==> config.mk <==
export PLATFORM = sky130hd
export DESIGN_NAME = sctm_top
export DESIGN_NICKNAME = d
export VERILOG_FILES = /design/src/hdl/sctm_pkg.sv /design/src/hdl/sctm_top.sv
export SDC_FILE = /design/constraint.sdc
export NUM_CORES = 1
export LEC_CHECK = 0
export BUFFER_PORTS_ARGS = -buffer_cell sky130_fd_sc_hd__clkbuf_2
export CAP_MARGIN = 20
export CORE_ASPECT_RATIO = 0.8
export CORE_UTILIZATION = 58
export DETAILED_ROUTE_END_ITERATION = 8
export PLACE_DENSITY = 0.83
export RECOVER_POWER = 100
export REMOVE_ABC_BUFFERS = 1
export SYNTH_ARGS = -nofsm -noshare
export SYNTH_HDL_FRONTEND = slang
export SYNTH_SLANG_ARGS = --single-unit
export TNS_END_PERCENT = 50
==> constraint.sdc <==
create_clock -name clk_i -period 5.7 [get_ports clk_i]
set_input_delay 1.71 -clock clk_i [delete_from_list [all_inputs] [get_ports clk_i]]
set_output_delay 1.71 -clock clk_i [all_outputs]
set_load 0.02 [all_outputs]
==> src/hdl/sctm_pkg.sv <==
// sctm_pkg: shared constants of the scan cycle time monitor
// assumes a 50 MHz system clock and a 32-bit memory-mapped register bus
package sctm_pkg;
  // timing
  localparam int unsigned CLK_NS     = 20;
  localparam int unsigned MS_NS      = 1_000_000;
  localparam int unsigned CYC_PER_MS = MS_NS / CLK_NS;
  localparam int unsigned SLICE_MS   = 100;
  // register byte offsets
  localparam logic [4:0] OFF_CTRL = 5'h00;
  localparam logic [4:0] OFF_MAXT = 5'h04;
  localparam logic [4:0] OFF_MINT = 5'h08;
  localparam logic [4:0] OFF_COMM = 5'h0C;
  localparam logic [4:0] OFF_CMD  = 5'h10;
  localparam logic [4:0] OFF_STAT = 5'h14;
  // ctrl fields
  localparam int unsigned CTRL_START_DONE = 0;
  localparam int unsigned CTRL_HANDLER    = 1;
  localparam int unsigned CTRL_FIX_EN     = 2;
  // cmd fields (write one to act)
  localparam int unsigned CMD_SCAN_END    = 0;
  localparam int unsigned CMD_RETRIG      = 1;
  localparam int unsigned CMD_RETRIG_HCTX = 2;
  localparam int unsigned CMD_HDL_DONE    = 3;
  localparam int unsigned CMD_RESTART     = 4;
  // limits and reset values
  localparam logic [12:0] MAXT_MIN   = 13'h0001;
  localparam logic [12:0] MAXT_MAX   = 13'h1770;
  localparam logic [12:0] MAXT_RST   = 13'h0096;
  localparam logic [12:0] MINT_RST   = 13'h0001;
  localparam logic [6:0]  COMM_RST   = 7'h14;
  localparam logic [6:0]  COMM_MAX   = 7'h64;
  localparam logic [2:0]  CTRL_RST   = 3'h0;
  localparam logic [7:0]  CAUSE_MAXT = 8'h01;
  typedef enum logic [1:0] {
    ST_BOOT = 2'b00,
    ST_SCAN = 2'b01,
    ST_IDLE = 2'b10,
    ST_STOP = 2'b11
  } sctm_state_e;
endpackage : sctm_pkg

==> src/hdl/sctm_top.sv <==
// sctm_top: scan cycle time monitor with its register file
// assumes one clock, synchronous reset, an Avalon-MM master on the same clock
//
// Summary of operation
// - no supervision until software marks startup finished
// - overrun without installed handler raises time error and stops
// - overrun with installed handler dispatches the handler instead
// - retrigger restarts timer only from cyclic context, ignored from handler
// - second overrun in one scan without retrigger stops at once
// - communication slice every 100 ms, length set by load percentage
// - fixed minimum scan held within one millisecond
// - early finish fills remaining time with diagnostics and communication
// - scan longer than minimum completes normally, no reaction
// - maximum always supervised, 1 to 6000 ms, default 150 ms
// - minimum disabled by default, range 1 ms to maximum
// - without minimum, next scan starts right after the previous one
// - handler receives fault cause code 01 for maximum overrun
`timescale 1ns/100ps
`default_nettype none
module sctm_top #(
  parameter int unsigned CYC_MS = sctm_pkg::CYC_PER_MS
) (
  input  wire logic        clk_i,
  input  wire logic        rst_i,
  input  wire logic [4:0]  address_i,
  input  wire logic        read_i,
  input  wire logic        write_i,
  input  wire logic [31:0] writedata_i,
  input  wire logic [3:0]  byteenable_i,
  output logic      [31:0] readdata_o,
  output logic             waitrequest_o,
  output logic             stop_o,
  output logic             handler_req_o,
  output logic      [7:0]  fault_cause_code_o,
  output logic             idle_fill_o,
  output logic             scan_start_o,
  output logic             comm_slice_o
);
  ////////////////////////////////////////////////////////////////////////////////
  typedef logic [12:0] sctm_ms_t;
  sctm_pkg::sctm_state_e state_r, state_nxt;
  logic        wait_r, wait_nxt;
  logic [31:0] rdata_r, rdata_nxt;
  logic [2:0]  ctrl_r, ctrl_nxt;
  sctm_ms_t    maxt_r, maxt_nxt, mint_r, mint_nxt, scan_ms_r, scan_ms_nxt;
  logic [6:0]  comm_r, comm_nxt, slice_ms_r, slice_ms_nxt;
  logic [15:0] sub_r, sub_nxt, fsub_r, fsub_nxt;
  logic        ovr_seen_r, ovr_seen_nxt, hdl_r, hdl_nxt;
  logic [7:0]  cause_r, cause_nxt;
  logic        stop_r, idle_r, start_r, slice_r;
  logic        acc, wr, ms_tick, f_tick, running, ovr_ev, new_scan;
  logic [4:0]  cmd;
  logic [31:0] wmask, wval;

  assign acc     = (read_i | write_i) & wait_r;
  // a write lands on the answer edge, when waitrequest is already low
  assign wr      = write_i & ~wait_r;
  assign wmask   = {{8{byteenable_i[3]}}, {8{byteenable_i[2]}},
                    {8{byteenable_i[1]}}, {8{byteenable_i[0]}}};
  assign wval    = writedata_i & wmask;
  assign cmd     = (wr && address_i == sctm_pkg::OFF_CMD) ? wval[4:0] : 5'h00;
  assign running = (state_r == sctm_pkg::ST_SCAN) || (state_r == sctm_pkg::ST_IDLE);
  assign ms_tick = (sub_r == 16'(CYC_MS - 1));
  assign f_tick  = (fsub_r == 16'(CYC_MS - 1));
  assign ovr_ev  = (state_r == sctm_pkg::ST_SCAN) && ms_tick &&
                   (scan_ms_r + 13'h0001 >= maxt_r);

  function automatic sctm_ms_t clamp(input sctm_ms_t v, input sctm_ms_t hi);
    clamp = (v < sctm_pkg::MAXT_MIN) ? sctm_pkg::MAXT_MIN : ((v > hi) ? hi : v);
  endfunction : clamp

  ////////////////////////////////////////////////////////////////////////////////
  // bus slave: one wait cycle, then a one-cycle answer
  always_comb
  begin
    wait_nxt  = ~acc;
    rdata_nxt = rdata_r;
    ctrl_nxt  = ctrl_r;
    maxt_nxt  = maxt_r;
    mint_nxt  = mint_r;
    comm_nxt  = comm_r;
    if (read_i & acc)
    begin
      unique case (address_i)
        sctm_pkg::OFF_CTRL: rdata_nxt = {29'h0000_0000, ctrl_r};
        sctm_pkg::OFF_MAXT: rdata_nxt = {19'h0_0000, maxt_r};
        sctm_pkg::OFF_MINT: rdata_nxt = {19'h0_0000, mint_r};
        sctm_pkg::OFF_COMM: rdata_nxt = {25'h000_0000, comm_r};
        sctm_pkg::OFF_STAT: rdata_nxt = {3'h0, scan_ms_r, cause_r, 3'h0, slice_r,
                                         ovr_seen_r, hdl_r, state_r};
        default:            rdata_nxt = 32'h0000_0000;
      endcase
    end
    if (wr)
    begin
      unique case (address_i)
        sctm_pkg::OFF_CTRL: ctrl_nxt = wval[2:0];
        sctm_pkg::OFF_MAXT:
        begin
          maxt_nxt = clamp(wval[12:0], sctm_pkg::MAXT_MAX);
          mint_nxt = clamp(mint_r, maxt_nxt);
        end
        sctm_pkg::OFF_MINT: mint_nxt = clamp(wval[12:0], maxt_r);
        sctm_pkg::OFF_COMM:
          comm_nxt = (wval[6:0] > sctm_pkg::COMM_MAX) ? sctm_pkg::COMM_MAX : wval[6:0];
        default: ;
      endcase
    end
  end

  always_ff @(posedge clk_i)
  begin
    if (rst_i)
    begin
      wait_r  <= 1'b1;
      rdata_r <= 32'h0000_0000;
      ctrl_r  <= sctm_pkg::CTRL_RST;
      maxt_r  <= sctm_pkg::MAXT_RST;
      mint_r  <= sctm_pkg::MINT_RST;
      comm_r  <= sctm_pkg::COMM_RST;
    end
    else
    begin
      wait_r  <= wait_nxt;
      rdata_r <= rdata_nxt;
      ctrl_r  <= ctrl_nxt;
      maxt_r  <= maxt_nxt;
      mint_r  <= mint_nxt;
      comm_r  <= comm_nxt;
    end
  end

  ////////////////////////////////////////////////////////////////////////////////
  // scan supervision
  always_comb
  begin
    state_nxt    = state_r;
    scan_ms_nxt  = scan_ms_r;
    sub_nxt      = ms_tick ? 16'h0000 : sub_r + 16'h0001;
    ovr_seen_nxt = ovr_seen_r;
    hdl_nxt      = hdl_r & ~cmd[sctm_pkg::CMD_HDL_DONE];
    cause_nxt    = cause_r;
    new_scan     = 1'b0;
    if (ms_tick)
      scan_ms_nxt = scan_ms_r + 13'h0001;
    unique case (state_r)
      sctm_pkg::ST_BOOT:
      begin
        sub_nxt = 16'h0000;
        if (ctrl_r[sctm_pkg::CTRL_START_DONE])
          new_scan = 1'b1;
      end
      sctm_pkg::ST_SCAN:
      begin
        if (ovr_ev)
        begin
          if (ovr_seen_r || !ctrl_r[sctm_pkg::CTRL_HANDLER])
            state_nxt = sctm_pkg::ST_STOP;
          else
          begin
            hdl_nxt      = 1'b1;
            cause_nxt    = sctm_pkg::CAUSE_MAXT;
            ovr_seen_nxt = 1'b1;
            scan_ms_nxt  = 13'h0000;
            sub_nxt      = 16'h0000;
          end
        end
        else if (cmd[sctm_pkg::CMD_SCAN_END])
        begin
          // a scan past the minimum simply ends, no reaction
          if (ctrl_r[sctm_pkg::CTRL_FIX_EN] && scan_ms_r < mint_r)
            state_nxt = sctm_pkg::ST_IDLE;
          else
            new_scan = 1'b1;
        end
        else if (cmd[sctm_pkg::CMD_RETRIG] && !cmd[sctm_pkg::CMD_RETRIG_HCTX])
        begin
          scan_ms_nxt  = 13'h0000;
          sub_nxt      = 16'h0000;
          ovr_seen_nxt = 1'b0;
        end
      end
      sctm_pkg::ST_IDLE:
        if (ms_tick && scan_ms_r + 13'h0001 >= mint_r)
          new_scan = 1'b1;
      sctm_pkg::ST_STOP:
        if (cmd[sctm_pkg::CMD_RESTART])
        begin
          // a stale overrun must not follow the cpu back into startup
          state_nxt    = sctm_pkg::ST_BOOT;
          ovr_seen_nxt = 1'b0;
        end
    endcase
    if (new_scan)
    begin
      state_nxt    = sctm_pkg::ST_SCAN;
      scan_ms_nxt  = 13'h0000;
      sub_nxt      = 16'h0000;
      ovr_seen_nxt = 1'b0;
    end
  end

  ////////////////////////////////////////////////////////////////////////////////
  // free-running 100 ms frame, so very short scans cannot starve the slice
  always_comb
  begin
    fsub_nxt     = f_tick ? 16'h0000 : fsub_r + 16'h0001;
    slice_ms_nxt = slice_ms_r;
    if (f_tick)
      slice_ms_nxt = (slice_ms_r == 7'(sctm_pkg::SLICE_MS - 1)) ? 7'h00
                                                                 : slice_ms_r + 7'h01;
  end

  always_ff @(posedge clk_i)
  begin
    if (rst_i)
    begin
      state_r    <= sctm_pkg::ST_BOOT;
      scan_ms_r  <= 13'h0000;
      sub_r      <= 16'h0000;
      fsub_r     <= 16'h0000;
      slice_ms_r <= 7'h00;
      ovr_seen_r <= 1'b0;
      hdl_r      <= 1'b0;
      cause_r    <= 8'h00;
      stop_r     <= 1'b0;
      idle_r     <= 1'b0;
      start_r    <= 1'b0;
      slice_r    <= 1'b0;
    end
    else
    begin
      state_r    <= state_nxt;
      scan_ms_r  <= scan_ms_nxt;
      sub_r      <= sub_nxt;
      fsub_r     <= fsub_nxt;
      slice_ms_r <= slice_ms_nxt;
      ovr_seen_r <= ovr_seen_nxt;
      hdl_r      <= hdl_nxt & (state_nxt != sctm_pkg::ST_STOP);
      cause_r    <= cause_nxt;
      stop_r     <= (state_nxt == sctm_pkg::ST_STOP);
      idle_r     <= (state_nxt == sctm_pkg::ST_IDLE);
      start_r    <= new_scan;
      slice_r    <= (state_nxt == sctm_pkg::ST_SCAN || state_nxt == sctm_pkg::ST_IDLE)
                    && (slice_ms_nxt < comm_r);
    end
  end

  assign readdata_o         = rdata_r;
  assign waitrequest_o      = wait_r;
  assign stop_o             = stop_r;
  assign handler_req_o      = hdl_r;
  assign fault_cause_code_o = cause_r;
  assign idle_fill_o        = idle_r;
  assign scan_start_o       = start_r;
  assign comm_slice_o       = slice_r;
endmodule : sctm_top
`default_nettype wire

# Yosys cells after proc, flatten, opt, wreduce, memory -nomap -nowiden
# Index checks and enable logic that the tools add are counted.
# word_totals
ff_bits,130
in_bits,45
word_cells,132
# classes
n_addsub,4
order_cmp,10
n_eq_ne,20
n_mux,46
bitwise,11
reduce_logical,23
# ops
cell,n
$mux W13,12
$pmux W29 S5,1
$mux W16,5
$add A16 B1 Y16 const B,2
$eq A16 B16 Y1 const B,2
$pmux W16 S2,1
$ge A13 B13 Y1,2
$gt A13 B13 Y1,2
$lt A13 B1 Y1 const B,2
$pmux W13 S2,1
$mux W7,3
$add A13 B1 Y13 const B,1
$and A13 B13 Y13,1
$gt A13 B13 Y1 const B,1
$lt A13 B13 Y1,1
$mux W1,13
$mux W2,6
$eq A5 B4 Y1 const B,2
$eq A5 B5 Y1 const B,2
$ne A3 B3 Y1 const B,3
$eq A2 B2 Y1 const B,4
$add A7 B1 Y7 const B,1
$eq A7 B7 Y1 const B,1
$gt A7 B7 Y1 const B,1
other kinds (22),44

# Depth between registers and ports, before layout
# Gate-level depths: netlist (run 1).
# logic_depth
depth_word,11
depth_mapped,17

# Least setup slack after synthesis (run 1)
# OpenSTA, ideal clock, no wires.
# synth_path
path_kind,input port to flip-flop
from,in byteenable_i[0]
to,reg mint_r[10]
setup_time_ps,73
t_arrival_ps,4040
required_ps,5627
slack_ps,1586
stages,14
n_path_buf,3
cell_sequence,clkbuf_1 > a21oi_1 > o21ai_0 > and2_1 > buf_2 > nor2_1 > ha_1 > nand2_1 > a21o_1 > a211oi_1 > o31ai_4 > or3_4 > buf_6 > o211ai_2
# synth_via
elab_chain_len,7
elab_cells_between_ends,14
classes_between,order compare: 4; eq/ne: 1; mux: 7; bitwise: 1; reduce/logical: 1
# synth_lines
element,line_no,rtl
start: declaration,sctm_top.sv:29,"input wire logic [3:0] byteenable_i,"
$and A13 B13 Y13 *,sctm_top.sv:60,assign wval = writedata_i & wmask;
$gt A13 B13 Y1,sctm_top.sv:69,clamp = (v < sctm_pkg::MAXT_MIN) ? sctm_pkg::MAXT_MIN : ((v > hi) ? hi : v);
$mux W13 (2 in series),sctm_top.sv:69,
$gt A13 B13 Y1 or $mux W13 (tied branches),sctm_top.sv:69,
$ne A3 B3 Y1 (no line) or $mux W13 (tied branches),--,
$reduce_and A3 Y1 (no line) or $pmux W13 S2 (tied branches),--,
end signal: assignment,sctm_top.sv:119,mint_r <= sctm_pkg::MINT_RST;
end signal: assignment,sctm_top.sv:128,mint_r <= mint_nxt;
end: declaration,sctm_top.sv:45,"sctm_ms_t maxt_r, maxt_nxt, mint_r, mint_nxt, scan_ms_r, scan_ms_nxt;"
# Every way passes the cells marked *; elsewhere a longest branch is shown, timed or not. The select of a mux whose other input is x is not followed.
# A chain may end at the register's enable or synchronous reset.

# Worst setup path after layout (run 1)
# layout_path
from,in byteenable_i[0]
to,reg mint_r[0]
# Same word-level chain as after synthesis.

==> impl_metrics.toml, run 1 <==
[worst_setup_path]
rr_startpoint = "scan_ms_r[0]"
critPathMaxFanout = 12
crit_chain = "clkbuf_2, nand4_1, o21ai_0, and2_0, nor2_1, ha_1, a211oi_1, o211ai_1, o31ai_1, or3_1, o221a_1"
cp_top_family = "compound AO/OA/AOI/OAI gates"
r2r-end = "comm_slice_o"
max_stage_delay_ns = 0.85
arrival_ns = 5.48
worst-setup-path-type = "primary input to flip-flop"
start_kind = "primary input"
worstPathRequired_ns = 6.07
end_kind = "flip-flop"
r2r.worst_path.cells = 16
cp.depth = 11
slowest_stage = "o31ai_1"
critPathBufInv = 1
rrSetupSlack_ns = 1.09

[timing]
min_period_over_period = 0.897
rsz0062_at_grt = "false"
fmax_ghz = 0.196
fin_skew_ns = 0.0136
setup_tns_ns = 0
finalHoldWorstSlack_ns = 0.447
setup_viol_count_final = 0
drv_slew = 61
slew_headroom = -0.406
final-hold-violation-count = 0
worst_pin_slew_ns = 2.11
fin_crit_ns = 5.11

[logic_synthesis]
synth-seq-cells = 124
synth-edff-count = 0
synth_area_per_cell_um2 = 8.33
synthCells = 976
synthFlopType = "dfxtp_1"
synthArstFlopShare = 0
ys_seq_area_frac = 0.305
ys_types = 78
ys_warn_count = 0
syn_area_um2 = 8130

[flow_run]
drv_cap = 2

[floorplanning]
core_um2 = 13600
die-area_um2 = 14500
initial_core_util = 0.598
die_y_um = 108
rows = 38
die_x_um = 134
pin_count = 91

[worst_hold_path]
holdPathStages = 1
hp-class = "flip-flop to flip-flop"
min_from = "fsub_r[0]"
hold_path_end = "fsub_r[0]"

[detailed_routing]
wirelength_mm = 20.7
via_per_inst = 6.14
first_iter_violations = 740
wl_per_cell_um = 17.3
drc = 0
dr.pass1.iters = 6
dr_total_vias = 7345
ant_nets = 0

[clock_tree]
htreeDepth = 4
cts_tree = "done"
cts_setup_buffers = 0
cts_resized = 0
cts-buffers-inserted = 17
cts.sinks = 124
clk_pin_slew_ns = 0.05
cts.path.max_buffers = 2
cts_hold_buf = 0
cts-root-buf = "clkbuf_16"
clock_latency_ns = 0.43

[power_and_ir_drop]
ir_drop_v = 0.000217
leakagePower_uw = 0.00342
total_power_uw = 2010
p_per_area_nw_per_um2 = 231

[placement]
place_congestion = 0.960
hpwl_mm = 15.0
numPortBuffers = 56

[grt]
grt_pass1_vias = 6768
grt_pass1_wl_mm = 33.5
grt_max_degree = 48
track_usage = 0.296
grt_overflow = 0
antenna_found_initial = 0

[layout]
final_common_cell = "dfxtp_1"
diodes = 0
drive_above_1_share = 0.0709
area.growth.synth_to_final_pct = 6.83
final_cell_mix = "dfxtp_1, nand2_1, nor2_1"
nets = 1126

[outcome]
violations = "capacitance limit, slew limit"
status = "finished with violations"
-- worst max path at each step --
stage	startpoint	end	slack, ns
global placement	byteenable_i[0]	mint_r[0]	0.95
floorplan	writedata_i[4]	mint_r[0]	1.43
detailed placement	byteenable_i[0]	mint_r[0]	0.91
finish	byteenable_i[0]	mint_r[0]	0.59
global route	byteenable_i[0]	mint_r[3]	0.42
CTS	scan_ms_r[0]	comm_slice_o	1.17
-- power breakdown --
part / total, uW / switching, uW / internal (uW) / leakage, uW
sequential: 880 / 6.54 / 873 / 0.00100
combinational: 157 / 111 / 46.5 / 0.00217
clock: 969 / 370 / 598 / 0.000253
total: 2010 / 488 / 1520 / 0.00342
-- layout make-up --
cell class	count	area [um^2]
sequential	124	2480
multi-input combinational	752	5010
clock inverter	1	5.00
timing repair buffer	62	275
inverter	47	176
tap	180	225
fill	1185	4910
clock buffer	30	514
-- cells by family (layout without fill, tap and decap cells) --
family                   after synthesis  after routing  share of synthesized area
AND/OR/NAND/NOR                      399            399                      0.265
AO/OA/AOI/OAI                        189            189                      0.162
flip-flops                           124            124                      0.305
buffers and inverters                112            140                     0.0654
adder cells (fa/ha/maj)               77             77                      0.118
XOR/XNOR                              50             50                     0.0539
multiplexers                          24             24                     0.0302
other                                  1             13                   0.000461
-- routing by layer --
layer | track usage | vias to the layer above | part of all wire
met5 | 0 | - | 0
met4 | 0.130 | 0 | 0.032
met3 | 0.0702 | 57 | 0.080
met2 | 0.453 | 345 | 0.43
met1 | 0.397 | 3397 | 0.45
li1 | - | 3546 | -
-- flip-flops by register name, summed over array words and instances, names as in the netlist --
name,flops
readdata_o,26
fsub_r,16
sub_r,16
maxt_r,13
mint_r,13
scan_ms_r,13
comm_r,7
slice_ms_r,7
ctrl_r,3
state_r,2
comm_slice_o,1
fault_cause_code_o,1
handler_req_o,1
idle_fill_o,1
ovr_seen_r,1
scan_start_o,1
stop_o,1
waitrequest_o,1
-- Yosys cell counts, drive strengths merged, types with 3 or more instances --
| library cell | n | area [um^2] |
|---|---|---|
| xnor2 | 22 | 193 |
| dfxtp | 124 | 2480 |
| xor2 | 28 | 245 |
| nand2 | 97 | 364 |
| o2111ai | 3 | 26.3 |
| nand4 | 18 | 119 |
| o21ai | 29 | 145 |
| mux2i | 20 | 200 |
| inv | 47 | 176 |
| a21oi | 63 | 315 |
| nand2b | 5 | 31.3 |
| clkbuf | 28 | 105 |
| nor4 | 17 | 175 |
| a21o | 5 | 37.5 |
| or3 | 7 | 48.8 |
| a211oi | 13 | 97.6 |
| mux2 | 4 | 45.0 |
| or4 | 9 | 67.6 |
| a31oi | 8 | 56.3 |
| a22oi | 13 | 97.6 |
| o31a | 4 | 36.3 |
| nor2 | 92 | 345 |
| a22o | 7 | 61.3 |
| ha | 77 | 963 |
| or2 | 3 | 18.8 |
| a221oi | 4 | 41.3 |
| o31ai | 3 | 41.3 |
| and4 | 7 | 61.3 |
| o211ai | 16 | 155 |
| and3 | 12 | 75.1 |
| nor2b | 8 | 57.6 |
| nand3 | 50 | 250 |
| and2 | 27 | 169 |
| buf | 37 | 250 |
| nor3 | 36 | 255 |
-- through the flow --
stage,setup WS (ns),instance area (um^2),std cells,util
6_report,0.588,8690,1196,0.639
5_1_grt,0.423,8690,1196,0.639
4_1_cts,1.17,8880,1195,0.653
3_5_place_dp,0.907,8360,1164,0.615
3_3_place_gp,0.951,8360,1164,0.615
2_1_floorplan,1.43,7820,923,-
-- worst reg2reg max path, cell delays in order, from the launching register on --
cell and delay [ns]:
dfxtp_1 0.48, ha_1 0.26, nand3_1 0.18, nor3_1 0.37, and3_1 0.29, nand3_1 0.11
xnor2_1 0.25, ha_1 0.31, and4_1 0.24, a21oi_1 0.48, a31oi_1 0.28, o21ai_0 0.33
a21oi_1 0.11, ha_1 0.31, a2111oi_0 0.30, nand2_1 0.11, a31oi_1 0.15
Power figures use the tool's default switching activity.
==> run 2, diff against run 1 <==
--- a/config.mk
+++ b/config.mk
@@ -8,9 +8,10 @@
 export BUFFER_PORTS_ARGS = -buffer_cell sky130_fd_sc_hd__clkbuf_2
 export CAP_MARGIN = 20
 export CORE_ASPECT_RATIO = 0.8
-export CORE_UTILIZATION = 58
+export CORE_UTILIZATION = 45
 export DETAILED_ROUTE_END_ITERATION = 8
-export PLACE_DENSITY = 0.83
+export GPL_TIMING_DRIVEN = 0
+export PLACE_DENSITY = 0.68
 export RECOVER_POWER = 100
 export REMOVE_ABC_BUFFERS = 1
 export SYNTH_ARGS = -nofsm -noshare
==> constraint.sdc (replaced) <==
create_clock -name clk_i -period 5.7 [get_ports clk_i]
set_input_delay 0 -clock clk_i [delete_from_list [all_inputs] [get_ports clk_i]]
set_output_delay 0 -clock clk_i [all_outputs]
set_load 0.02 [all_outputs]
==> impl_metrics.toml, run 2 (synthesis gave the netlist of run 1 again) <==
[floorplanning]
die_y_um = 122
pin_count = 91
initial_core_util = 0.465
die-area_um2 = 18600
core_um2 = 17500
die_x_um = 152
rows = 43

[detailed_routing]
dr_total_vias = 7109
first_iter_violations = 460
dr.pass1.iters = 7
via_per_inst = 5.73
wirelength_mm = 21.3
ant_nets = 0
wl_per_cell_um = 17.2
drc = 4

[timing]
rsz0062_at_grt = "false"
worst_pin_slew_ns = 2.96
fmax_ghz = 0.203
drv_slew = 108
finalHoldWorstSlack_ns = 0.0467
fin_skew_ns = 0.00649
final-hold-violation-count = 0
slew_headroom = -0.991
min_period_over_period = 0.863
setup_viol_count_final = 0
setup_tns_ns = 0
fin_crit_ns = 4.92

[power_and_ir_drop]
leakagePower_uw = 0.00349
p_per_area_nw_per_um2 = 252
switchingPower_uw = 552
p_int_uw = 1710
p_clk_frac = 0.537
ir_drop_v = 0.000169
pwr-share-comb = 0.075
pwr-share-seq = 0.388
switching_share = 0.244
total_power_uw = 2260

[clock_tree]
clock_latency_ns = 0.42
clk_pin_slew_ns = 0.06
htreeDepth = 4
cts.path.max_buffers = 2
cts-root-buf = "clkbuf_16"
cts-buffers-inserted = 17
cts.sinks = 124
cts_tree = "done"
cts_resized = 0

[worst_setup_path]
critPathMaxFanout = 25
arrival_ns = 5.10
rrSetupSlack_ns = 0.89
worstPathRequired_ns = 5.88
start_kind = "primary input"
r2r-end = "sub_r[10]"
end_kind = "flip-flop"
r2r.worst_path.cells = 12
rr_startpoint = "scan_ms_r[0]"
worst-setup-path-type = "primary input to flip-flop"

[grt]
grt_max_degree = 39
antenna_found_initial = 0
grt_overflow = 0
grt_pass1_vias = 6764
grt_pass1_wl_mm = 34.9
track_usage = 0.239

[layout]
drive_above_1_share = 0.0915
final_common_cell = "dfxtp_1"
final_util = 0.515
multi_input_area_um2 = 5070
largest_reg_flops = 26
final_cell_mix = "dfxtp_1, nand2_1, nor2_1"
seq_area_um2 = 2480
nFillCells = 1665
nets = 1125
area.growth.synth_to_final_pct = 10.7
diodes = 0
final_cells = 1241

[placement]
dp.cells = 1207
numPortBuffers = 56
place_congestion = 0.869
hpwl_mm = 15.5

[worst_hold_path]
min_from = "writedata_i[5]"
hp-class = "primary input to flip-flop"
holdPathStages = 4
hold_path_end = "comm_r[4]"

[flow_run]
drv_cap = 5

[outcome]
status = "finished with violations"
violations = "DRC, capacitance limit, slew limit"
-- run 2: changes by cell type in the layout (fill, tap and decap cells not counted), sizes merged --
cell and delta:
buf -1, bufinv +5, clkbuf -14, clkinv +3
clkinvlp +5, dlygate4sd3 +2
-- run 2: through the flow --
step	setup WS, ns	instance area [um^2]
after floorplan	1.73	7820
after CTS	1.11	9150
after global placement	0.752	8380
after global routing	0.430	9000
after detailed placement	1.16	8470
final	0.782	9000
-- run 2: power groups by stage --
stage	clock, uW	combinational (uW)	sequential, uW
6_report	1220	170	878
5_1_grt	1270	185	878
4_1_cts	1230	170	878
3_5_place_dp	0	167	897
3_3_place_gp	0	157	897
2_1_floorplan	0	98.8	897
-- run 2: layer usage --
| metal | global-route usage | share of wire | wire, um | vias up |
|---|---|---|---|---|
| met5 | 0 | 0 | 0 | - |
| met4 | 0.0957 | 0.019 | 402 | 0 |
| met3 | 0.0487 | 0.066 | 1400 | 27 |
| met2 | 0.363 | 0.43 | 9070 | 230 |
| met1 | 0.331 | 0.49 | 10500 | 3324 |
| li1 | - | - | - | 3528 |
-- run 2: how the worst max path moves through the flow --
stage,from,to,slack (ns),cells past startpoint
2_1_floorplan,scan_ms_r[0],scan_ms_r[10],1.73,12
3_3_place_gp,scan_ms_r[0],scan_ms_r[12],0.75,13
3_5_place_dp,scan_ms_r[0],comm_slice_o,1.16,16
4_1_cts,scan_ms_r[0],comm_slice_o,1.11,16
5_1_grt,scan_ms_r[0],sub_r[10],0.43,13
6_report,byteenable_i[0],mint_r[3],0.78,11
-- run 2: area by class of cell --
| type | instances | area share |
|---|---|---|
| clock inverters | 14 | 0.0243 |
| well taps | 225 | 0.0313 |
| flip-flops and latches | 124 | 0.276 |
| multi-input cells | 752 | 0.564 |
| repair buffers | 61 | 0.0363 |
| clock buffers | 18 | 0.0488 |
| inverters | 47 | 0.0196 |
-- run 2: repair_timing --
item	4_1_cts	5_1_grt
endpoints found under the setup margin	0	0
hold buffers	2	0
buffers inserted	0	0
hold endpoints to repair	1	0
-- run 2: worst max-delay path, stage by stage --
cell      delay (ns)
clkbuf_2        0.17
nand4_1         0.09
o21ai_0         0.34
and2_1          0.48
nor2_1          0.14
ha_1            0.33
a211oi_1        0.28
o211ai_1        0.13
o31ai_1         2.26
or3_1           0.68
o221ai_1        0.19
